==> src/hdl/charge_pkg.sv <==
package charge_pkg;

	// Charge cycle states, one per documented mode
	typedef enum logic [2:0] {
		ST_SHUTDOWN,
		ST_NO_BATTERY,
		ST_PRECONDITION,
		ST_CONST_CURRENT,
		ST_CONST_VOLTAGE,
		ST_COMPLETE
	} charge_state_t;

	// Comparator flags from the analog front end
	typedef struct packed {
		logic undervoltage_lockout;   // Supply below lockout level, hysteresis applied in analog
		logic headroom_ok;            // Supply at least 150 mV above battery
		logic headroom_lost;          // Supply within 50 mV of battery
		logic battery_absent;         // Output at regulation_voltage plus detect margin
		logic below_precondition;     // Battery below trickle threshold
		logic at_regulation;          // Battery reached regulation_voltage
		logic below_recharge;         // Battery below recharge threshold
		logic below_termination;      // Averaged current below end-of-charge fraction
		logic over_temperature;       // Die above shutdown temperature, hysteresis in analog
	} sense_t;

	// Current request to the pass-transistor loop
	typedef enum logic [1:0] {
		REQ_OFF,
		REQ_TRICKLE,
		REQ_FULL
	} current_req_t;

	typedef struct packed {
		logic         charge_on;
		current_req_t level;
		logic         thermal_limit;
	} drive_t;

	localparam int unsigned CLK_FREQ_HZ           = 25_000_000;
	localparam int unsigned TERM_FILTER_US        = 1000;
	localparam int unsigned TERM_FILTER_CYCLES    = (CLK_FREQ_HZ / 1_000_000) * TERM_FILTER_US;
	localparam int unsigned SYNC_STAGES           = 2;
	localparam int unsigned SENSE_WIDTH           = $bits(sense_t);
	localparam logic        OPEN_DRAIN_DEFAULT    = 1'b0;
	localparam logic [1:0]  REG_VOLTAGE_OPT_DEF   = 2'h0;

endpackage

==> src/hdl/input_sync.sv <==
module input_sync #(
	parameter int unsigned WIDTH  = 1,
	parameter int unsigned STAGES = 2
) (
	input  wire logic             clk_sys,
	input  wire logic             reset_n,
	input  wire logic [WIDTH-1:0] async_in,
	input  wire logic [WIDTH-1:0] reset_value,
	output logic      [WIDTH-1:0] sync_out
);
	logic [WIDTH-1:0] stage_reg [STAGES];

	// Only the last stage leaves this module; earlier stages feed the next flop alone
	genvar g;
	generate
		for (g = 0; g < STAGES; g++) begin : g_stage
			always_ff @(posedge clk_sys) begin
				if (!reset_n)
					stage_reg[g] <= '0;
				else if (g == 0)
					stage_reg[g] <= async_in;
				else
					stage_reg[g] <= stage_reg[(g == 0) ? 0 : g - 1];
			end
		end
	endgenerate

	// Before the chain fills after reset, report the safe value
	logic [STAGES-1:0] fill_reg;
	always_ff @(posedge clk_sys) begin
		if (!reset_n)
			fill_reg <= '0;
		else
			fill_reg <= {fill_reg[STAGES-2:0], 1'b1};
	end

	assign sync_out = fill_reg[STAGES-1] ? stage_reg[STAGES-1] : reset_value;
endmodule // input_sync

==> src/hdl/liion_charge_sequencer.sv <==
// Contract
// - Undervoltage lockout holds charger in Shutdown
// - Start needs 150 mV supply headroom
// - Headroom under 50 mV forces Shutdown
// - Lockout checked always, overrides every state
// - Output above detect margin means no battery
// - Output below detect margin means battery present
// - Charge starts only when fully qualified
// - Open current_set_pin keeps charger disabled
// - Low battery at start enters preconditioning
// - Preconditioning requests trickle fraction of current
// - Above threshold, preconditioning moves to fast charge
// - Fast charge holds full current until regulation
// - Regulation reached enters constant voltage mode
// - Terminate after current low for 1 ms
// - Termination latches current off, Charge Complete
// - Complete state recharges below recharge threshold
// - Over-temperature suspends charging until cooled
// - Thermal input reduces requested current
// - Status pin pattern per state and variant
// - Enable toggles anytime; re-enable requalifies
module liion_charge_sequencer
	import charge_pkg::*;
#(
	parameter logic        OPEN_DRAIN      = charge_pkg::OPEN_DRAIN_DEFAULT,
	parameter int unsigned TERM_CYCLES     = charge_pkg::TERM_FILTER_CYCLES,
	parameter logic [1:0]  REG_VOLTAGE_OPT = charge_pkg::REG_VOLTAGE_OPT_DEF
) (
	input  wire logic                   clk_sys,
	input  wire logic                   reset_n,
	input  wire charge_pkg::sense_t     sense_in,
	input  wire logic                   current_set_pin,
	input  wire logic                   thermal_regulation,
	output charge_pkg::drive_t          drive_out,
	output charge_pkg::charge_state_t   state_out,
	output logic [1:0]                  regulation_voltage_sel,
	output logic                        status_out,
	output logic                        status_oe
);
	import charge_pkg::*;

	localparam int unsigned SYNC_W = SENSE_WIDTH + 2;
	localparam int unsigned CNT_W  = $clog2(TERM_CYCLES + 1);

	// Safe values until synchronisers fill: lockout asserted, pin disabled
	localparam sense_t SENSE_SAFE = '{undervoltage_lockout: 1'b1, headroom_ok: 1'b0, headroom_lost: 1'b1,
		battery_absent: 1'b1, below_precondition: 1'b1, at_regulation: 1'b0, below_recharge: 1'b0,
		below_termination: 1'b0, over_temperature: 1'b1};

	logic [SYNC_W-1:0] sync_raw;
	sense_t            s;
	logic              pin_high;
	logic              therm_sync;

	input_sync #(
		.WIDTH  (SYNC_W),
		.STAGES (SYNC_STAGES)
	) u_sync (
		.clk_sys     (clk_sys),
		.reset_n     (reset_n),
		.async_in    ({sense_in, current_set_pin, thermal_regulation}),
		.reset_value ({SENSE_SAFE, 1'b1, 1'b0}),
		.sync_out    (sync_raw)
	);

	assign s          = sense_t'(sync_raw[SYNC_W-1:2]);
	assign pin_high   = sync_raw[1];
	assign therm_sync = sync_raw[0];

	charge_state_t     state_reg;
	charge_state_t     state_next;
	logic              armed_reg;
	logic              armed_next;
	logic [CNT_W-1:0]  term_cnt_reg;
	logic [CNT_W-1:0]  term_cnt_next;
	logic              term_done;

	// A lost headroom disarms until the 150 mV level is seen again
	wire lockout   = s.undervoltage_lockout | s.headroom_lost | !armed_reg;
	// Pin floating or driven high reads as logic high
	wire disabled  = pin_high;
	wire battery_ok = !s.battery_absent;
	wire qualified = !lockout && !disabled && battery_ok;
	wire suspend   = s.over_temperature;
	wire charging  = (state_reg == ST_PRECONDITION) || (state_reg == ST_CONST_CURRENT) ||
		(state_reg == ST_CONST_VOLTAGE);

	always_comb begin
		armed_next = armed_reg;
		if (s.undervoltage_lockout || s.headroom_lost)
			armed_next = 1'b0;
		else if (s.headroom_ok)
			armed_next = 1'b1;
	end

	// Filter counts only while averaged current stays low in CV mode
	assign term_done = (term_cnt_reg == CNT_W'(TERM_CYCLES));

	always_comb begin
		term_cnt_next = '0;
		if (state_reg == ST_CONST_VOLTAGE && s.below_termination && !suspend)
			term_cnt_next = term_done ? term_cnt_reg : term_cnt_reg + CNT_W'(1);
	end

	function automatic charge_state_t entry_state(input sense_t f);
		entry_state = f.below_precondition ? ST_PRECONDITION :
			(f.at_regulation ? ST_CONST_VOLTAGE : ST_CONST_CURRENT);
	endfunction

	always_comb begin
		state_next = state_reg;
		if (lockout || disabled) begin
			state_next = ST_SHUTDOWN;
		end else if (!battery_ok) begin
			state_next = ST_NO_BATTERY;
		end else begin
			unique case (state_reg)
				ST_SHUTDOWN, ST_NO_BATTERY: begin
					// Re-enable always starts a fresh qualified cycle
					if (qualified)
						state_next = entry_state(s);
				end
				ST_PRECONDITION: begin
					if (!s.below_precondition)
						state_next = ST_CONST_CURRENT;
				end
				ST_CONST_CURRENT: begin
					if (s.at_regulation)
						state_next = ST_CONST_VOLTAGE;
				end
				ST_CONST_VOLTAGE: begin
					if (term_done)
						state_next = ST_COMPLETE;
				end
				ST_COMPLETE: begin
					if (s.below_recharge)
						state_next = entry_state(s);
				end
			endcase
		end
	end

	always_ff @(posedge clk_sys) begin
		if (!reset_n) begin
			state_reg    <= ST_SHUTDOWN;
			armed_reg    <= 1'b0;
			term_cnt_reg <= '0;
		end else begin
			state_reg    <= state_next;
			armed_reg    <= armed_next;
			term_cnt_reg <= term_cnt_next;
		end
	end

	// Drive and status come from flops so they never glitch on input changes
	drive_t drive_next;
	logic   stat_next;
	logic   stat_oe_next;

	always_comb begin
		// Taken from the next state so the current request moves on the same edge as state_out
		drive_next.charge_on     = (state_next inside {ST_PRECONDITION, ST_CONST_CURRENT, ST_CONST_VOLTAGE}) &&
			!suspend;
		drive_next.thermal_limit = drive_next.charge_on && therm_sync;
		if (!drive_next.charge_on)
			drive_next.level = REQ_OFF;
		else if (state_next == ST_PRECONDITION)
			drive_next.level = REQ_TRICKLE;
		else
			drive_next.level = REQ_FULL;
		if (!(state_next inside {ST_PRECONDITION, ST_CONST_CURRENT, ST_CONST_VOLTAGE}))
			drive_next = '{charge_on: 1'b0, level: REQ_OFF, thermal_limit: 1'b0};
		stat_next    = 1'b0;
		stat_oe_next = 1'b0;
		unique case (state_next)
			ST_PRECONDITION, ST_CONST_CURRENT, ST_CONST_VOLTAGE: begin
				stat_next    = 1'b0;
				stat_oe_next = 1'b1;
			end
			ST_COMPLETE: begin
				stat_next    = 1'b1;
				stat_oe_next = !OPEN_DRAIN;
			end
			default: begin
				stat_next    = 1'b0;
				stat_oe_next = 1'b0;
			end
		endcase
	end

	drive_t drive_reg;
	logic   stat_reg;
	logic   stat_oe_reg;

	always_ff @(posedge clk_sys) begin
		if (!reset_n) begin
			drive_reg   <= '{charge_on: 1'b0, level: REQ_OFF, thermal_limit: 1'b0};
			stat_reg    <= 1'b0;
			stat_oe_reg <= 1'b0;
		end else begin
			drive_reg   <= drive_next;
			stat_reg    <= stat_next;
			stat_oe_reg <= stat_oe_next;
		end
	end

	assign drive_out              = drive_reg;
	assign state_out              = state_reg;
	assign status_out             = stat_reg;
	assign status_oe              = stat_oe_reg;
	assign regulation_voltage_sel = REG_VOLTAGE_OPT;
endmodule // liion_charge_sequencer

==> config.mk <==
export PLATFORM = sky130hd
export DESIGN_NAME = liion_charge_sequencer
export DESIGN_NICKNAME = d
export VERILOG_FILES = /design/src/hdl/charge_pkg.sv /design/src/hdl/input_sync.sv /design/src/hdl/liion_charge_sequencer.sv
export SDC_FILE = /design/constraint.sdc
export NUM_CORES = 1
export LEC_CHECK = 0
export BUFFER_PORTS_ARGS = -buffer_cell sky130_fd_sc_hd__buf_2
export CORE_MARGIN = 2
export CORE_UTILIZATION = 50
export CTS_CLUSTER_SIZE = 20
export DETAILED_ROUTE_END_ITERATION = 10
export PLACE_DENSITY = 0.71
export SYNTH_ARGS = -nofsm -noshare
export SYNTH_HDL_FRONTEND = slang
export SYNTH_SLANG_ARGS = --single-unit
==> constraint.sdc <==
create_clock -name clk_sys -period 4.7 [get_ports clk_sys]
set_clock_uncertainty 0.2 [all_clocks]
set_input_delay 1.175 -clock clk_sys [delete_from_list [all_inputs] [get_ports clk_sys]]
set_output_delay 1.175 -clock clk_sys [all_outputs]
set_load 0.01 [all_outputs]
Yosys cells after proc, flatten, opt, wreduce, memory -nomap -nowiden
Memories as Yosys holds them, arrays and structs flattened.
Index checks and enable logic that the tools add are counted.
Widths: inputs -> output; s select.
- flip-flop bits (word level): 27
- output and inout port bits: 11
- input port bits: 13
- logic and storage cells: 67
- bits in writable memories: 22
- memories: 1
- memory list (memory ; words ; bits a word ; rd ports ; clocked after memory_dff ; write ports ; RTL line ; RTL):
    u_sync.stage_reg ; 2 ; 11 ; 2 ; 0 ; 2 ; input_sync.sv:11 ; logic [WIDTH-1:0] stage_reg [STAGES];
- mux-type cells: 19
- reduce and logical (&&, ||, !) cells: 21
- eq/ne operators: 10
- bitwise logic cells: 5
- add/subtract/negate cells: 1
- operator list (kind ; number):
    $mux 11 ; 3
    $mux 3 ; 9
    $add 15x1->15 const B ; 1
    $eq 15x15->1 const B ; 1
    $pmux 3 s5 ; 1
    $eq 3x2->1 const B ; 4
    $eq 3x3->1 const B ; 4
    $logic_and 1x1->1 ; 6
    $logic_not 1->1 ; 5
    $mux 1 ; 5
    $or 1x1->1 ; 4
    $reduce_and 2->1 ; 2
    $reduce_or 2->1 ; 2
    $reduce_or 4->1 ; 1
    $eq 3x1->1 const B ; 1
    $logic_not 3->1 ; 1
    $reduce_and 3->1 ; 1
    $reduce_bool 3->1 ; 1
    $logic_or 1x1->1 ; 2
    $mux 2 ; 1
    $not 1->1 ; 1

Logic depth before layout (Yosys ltp)
An unclocked memory read counts as a cell.
- word-level depth: 15
- depth in mapped cells: 8
- mapped depth without buffers: 7

Cells and area by module
From an unflattened synthesis, not the netlist that was laid out.
- cells, all modules: 193
- area, all modules: 1966.9 um^2
- modules (own cells, without submodules) (module ; times used ; area each (um^2) ; cells each):
    liion_charge_sequencer ; 1 ; 1159.9 ; 132
    input_sync ; 1 ; 807.0 ; 61

Worst setup path before layout
Ideal clock, no wire load.
- kind: in2reg
- start point: in reset_n
- end point: reg term_cnt_reg[0]
- setup slack: 2.533 ns
- data required time: 4.372 ns
- setup time: 0.128 ns
- data arrival time: 1.840 ns
- cell stages on the path: 5
- cell sequence: nand2_1 > nor2_1 > nand4b_1 > clkbuf_1 > nor2_1
- cells in the longest elaborated chain, start to end: 1
- ends and longest elaborated chain (what ; RTL line ; RTL):
    start, declared ; liion_charge_sequencer.sv:30 ; input wire logic reset_n,
    $reduce_and 2->1 (no line) ; - ;
    end signal, assigned ; liion_charge_sequencer.sv:151 ; term_cnt_reg <= term_cnt_next;
    end, declared ; liion_charge_sequencer.sv:74 ; logic [CNT_W-1:0] term_cnt_reg;
No other way between the ends.
A chain may end at the register's enable or synchronous reset.

Final worst setup path
- start point: in reset_n
- end point: reg term_cnt_reg[8]
The elaborated chain is that of the path after synthesis.

==> summary by stage <==
Floorplanning
After floorplanning, the core was sized to cover approximately 3400 sq um. The width of the die is between 60 and 70 um. The initialized floorplan defines 21 standard-cell rows. The die is between 60 and 70 um tall. The initial core utilization is 0.526. The count of boundary I/O pins is 24. The floorplan step defined a die boundary enclosing 4060 sq um.

Worst setup path
The data required time at the worst endpoint is ~4800 ps. STA classifies the critical path endpoint as a flip-flop. Among all stages on the critical path, the largest delay is contributed by sky130_fd_sc_hd__nand4b_1. Counting both buffers and inverters, the worst setup path holds a total of 1.

The slack of the worst reg-to-reg path is 2540 ps. The largest single stage delay on the critical path is 530 ps. The type of the worst setup path is primary input to flip-flop. The kind of cell adding the most delay to the critical path is simple AND/OR/NAND/NOR gates. The top fanout value on the critical path is 28. The signal on the critical path passes through buf_2 > nand2_1 > nor2_1 > nand4b_1 > a21oi_1. Data on the critical path arrives at its endpoint at 2560 ps. The worst setup path is launched from a primary input.

Final layout
In the final layout, the multi-input gates occupy 741 sq um. The number of cells in the finished layout apart from fillers is 249. In the final layout, flip-flops and latches occupy roughly 980 sq um. 0 antenna diodes ended up in the layout. The share of cells above drive strength 1 is 0.158.

The layout has approximately 300 filler cells. The final-stage net count is around 220. Once layout is complete, the utilization of the core stands at 0.590. Compared with the post-synthesis result, the final layout area differs by 12.2%. The flip-flop count of the largest register, all copies and words added is 22.

Route
Using the TritonRoute via totals, the vias-per-cell ratio works out to just under 5. In the routed design, unresolved DRC markers number 0. The post-detailed-routing wire length is around 2800 um. The count of antenna-violating nets left after detailed routing is 0. The detailed-routing iteration count for the pre-antenna-repair pass is 4. In the final routed layout, each cell accounts on average for ~11 um.

The via total after detailed routing is 1221. After the first detailed-routing iteration, the DRC count stood at 27.

Power
The relative contribution of combinational cells to total power is 0.023. Summed over all nets, the switching power comes to roughly 0.13 mW. Of the total power, the clock network draws 0.356.

The fraction of power spent switching nets is 0.188. The maximum resistive drop on vdd is 0.000206 V. The static leakage power is 0.808 nW. The total power per unit cell area is 345 nW/um^2. The fraction of power consumed by sequential logic is 0.621. The internal power of the cells totals 0.561 mW.

STA
Adding up every negative setup slack in the final design gives 0 ps. The achievable clock frequency is 0.402 GHz. For the finished layout, the period the worst path requires is 2490 ps. The final hold violation count is 0. The max-slew violation count is 0. Setup repair after global routing left no endpoint under its margin.

Dividing the final minimum period by the clock period gives 0.530. Across all setup checks in the final design, the least slack found is 2210 ps. The final setup violation count is 0. The slew of the pin with the lowest slew margin is about 640 ps. In this run the tightest slew margin relative to its limit is 0.571.

Logic synthesis
The mapped netlist covers 1780 sq um. In this run, synthesis produced a sequential element count of between 40 and 50. In this run the mean area of a mapped cell was 9.95 sq um. Of the post-synthesis cell area, the dominant cell type holds 0.551. By area the synthesized netlist is led by sky130_fd_sc_hd__dfxtp_1 (55%), sky130_fd_sc_hd__and2_1 (8.1%), sky130_fd_sc_hd__nor2_1 (4.0%). For this run, the register share of the synthesized area comes to 0.551. In this run, distinct cell masters in the synthesized netlist total 36. The number of warnings reported in the yosys synthesis log is 0.

Synthesis produced 179 cells. The largest total area in the synthesized netlist belongs to sky130_fd_sc_hd__dfxtp_1.

Hold path
The worst hold path class is flip-flop to flip-flop.

CTS
Gates resized during post-CTS repair numbered 0. After clock tree synthesis, the clock-pin slew on the worst setup and hold paths is 130 ps. The H-tree was split into 2 levels. The number of sinks on the clock net is 49. TritonCTS built the clock tree. The number of buffers inserted by post-CTS setup repair is 0. TritonCTS created 5 clock buffers. In this run the clock root is driven by a sky130_fd_sc_hd__clkbuf_4.

The clock network latency to the later pin of the worst-skew pair is around 350 ps. In this run the deepest clock path goes through 2 buffers. The cts-stage hold buffer count is 0.

Global routing
The number of antenna violations at the first check in global routing came to 0. The all-layer global routing usage is 0.155. The total congestion overflow after global routing is 0.

The first global-routing pass estimated 4880 um of wire. The number of global-route vias before repair is roughly 1200. Entering global routing, the biggest net connects 29 pins.

Flow run
The reported max-cap violation count is 0.

Place
The total placed cells including tap cells is 241. At the end of routability-driven placement, the weighted congestion stood at 0.808. The detailed placement HPWL is roughly 2000 um. The count of buffers inserted at the top-level ports is 21.

The setup slack at placement is around 1800 ps.

Outcome
The run finished with clean final reports.
## power by group through the flow
stage / logic [mW] / clock network, mW / registers [mW]
floorplan: 0.0113 / 0 / 0.437
global placement: 0.0156 / 0 / 0.438
detailed placement: 0.0162 / 0 / 0.438
CTS: 0.0164 / 0.254 / 0.429
global route: 0.0188 / 0.270 / 0.430
finish: 0.0160 / 0.246 / 0.429
## per-stage QoR
stage                     instance area, sq um  hold WS (ps)  power (mW)
after CTS                                 2000           237       0.699
after detailed placement                  1910           217       0.454
after floorplan                           1790           200       0.448
after global routing                      2000           255       0.719
after global placement                    1910           214       0.453
final                                     2000           229       0.691
## synth_stat cells, drive strengths merged
cell type,n
dfxtp,49
xnor2,3
a31oi,1
mux2i,2
nand3,8
nor2b,4
nand4b,1
inv,8
o211a,1
o21ai,3
a41o,1
o2111ai,1
and4,3
a21oi,3
and2,23
nand2b,3
nor2,19
nor4,2
o22ai,1
and3,4
nor3,3
nand4,3
ha,2
and4bb,2
o31a,1
buf,3
nor4bb,1
a21o,1
xor2,8
nand2,7
or3,2
clkbuf,3
o21a,1
conb,1
or4,1
## path summary, 6_finish.rpt
check	depth (start not counted)	endpoint	startpoint
setup / recovery	5	term_cnt_reg[8]	reset_n
hold / removal	1	armed_reg	u_sync.stage_reg[1][10]
hold reg to reg	1	armed_reg	u_sync.stage_reg[1][10]
setup reg to reg	7	drive_out[0]	term_cnt_reg[0]
## cell type report
class / instances / share of cell area
sequential: 49 / 0.491
multi-input combinational: 117 / 0.370
timing repair buffer: 21 / 0.0526
tap: 46 / 0.0288
clock buffer: 7 / 0.0275
clock inverter: 1 / 0.0150
inverter: 8 / 0.0150
## cell families (layout without fill, tap and decap cells)
group | after synthesis | count (layout) | share of synthesized area
simple gates | 86 | 86 | 0.279
xor+xnor | 11 | 11 | 0.0541
other cells | 1 | 2 | 0.00210
flops | 49 | 49 | 0.551
fa+ha+maj | 2 | 2 | 0.0140
buf+inv | 14 | 37 | 0.0358
compound gates | 14 | 14 | 0.0534
mux | 2 | 2 | 0.0112
## metal layers
layer / track usage / up-vias / wire length [um]
li1: - / 640 / -
met1: 0.170 / 557 / 1310
met2: 0.271 / 22 / 1350
met3: 0.0536 / 2 / 96
met4: 0.0652 / 0 / 21
met5: 0 / - / 0
## layout by cell type, fill, tap and decap left out, types with 2 or more instances in the layout
| cell | n |
|---|---|
| sky130_fd_sc_hd__dfxtp_1 | 49 |
| sky130_fd_sc_hd__and2_1 | 23 |
| sky130_fd_sc_hd__buf_2 | 21 |
| sky130_fd_sc_hd__nor2_1 | 19 |
| sky130_fd_sc_hd__inv_1 | 8 |
| sky130_fd_sc_hd__nand3_1 | 8 |
| sky130_fd_sc_hd__xor2_1 | 8 |
| sky130_fd_sc_hd__nand2_1 | 7 |
| sky130_fd_sc_hd__clkbuf_4 | 5 |
| sky130_fd_sc_hd__nor2b_1 | 4 |
| sky130_fd_sc_hd__and3_1 | 4 |
| sky130_fd_sc_hd__and4_1 | 3 |
| sky130_fd_sc_hd__xnor2_1 | 3 |
| sky130_fd_sc_hd__nand2b_1 | 3 |
| sky130_fd_sc_hd__o21ai_0 | 3 |
| sky130_fd_sc_hd__nand4_1 | 3 |
| sky130_fd_sc_hd__nor3_1 | 3 |
| sky130_fd_sc_hd__a21oi_1 | 3 |
| sky130_fd_sc_hd__and4bb_2 | 2 |
| sky130_fd_sc_hd__mux2i_1 | 2 |
| sky130_fd_sc_hd__or3_1 | 2 |
| sky130_fd_sc_hd__ha_1 | 2 |
| sky130_fd_sc_hd__conb_1 | 2 |
No activity file was read; power rests on OpenSTA's default activity.
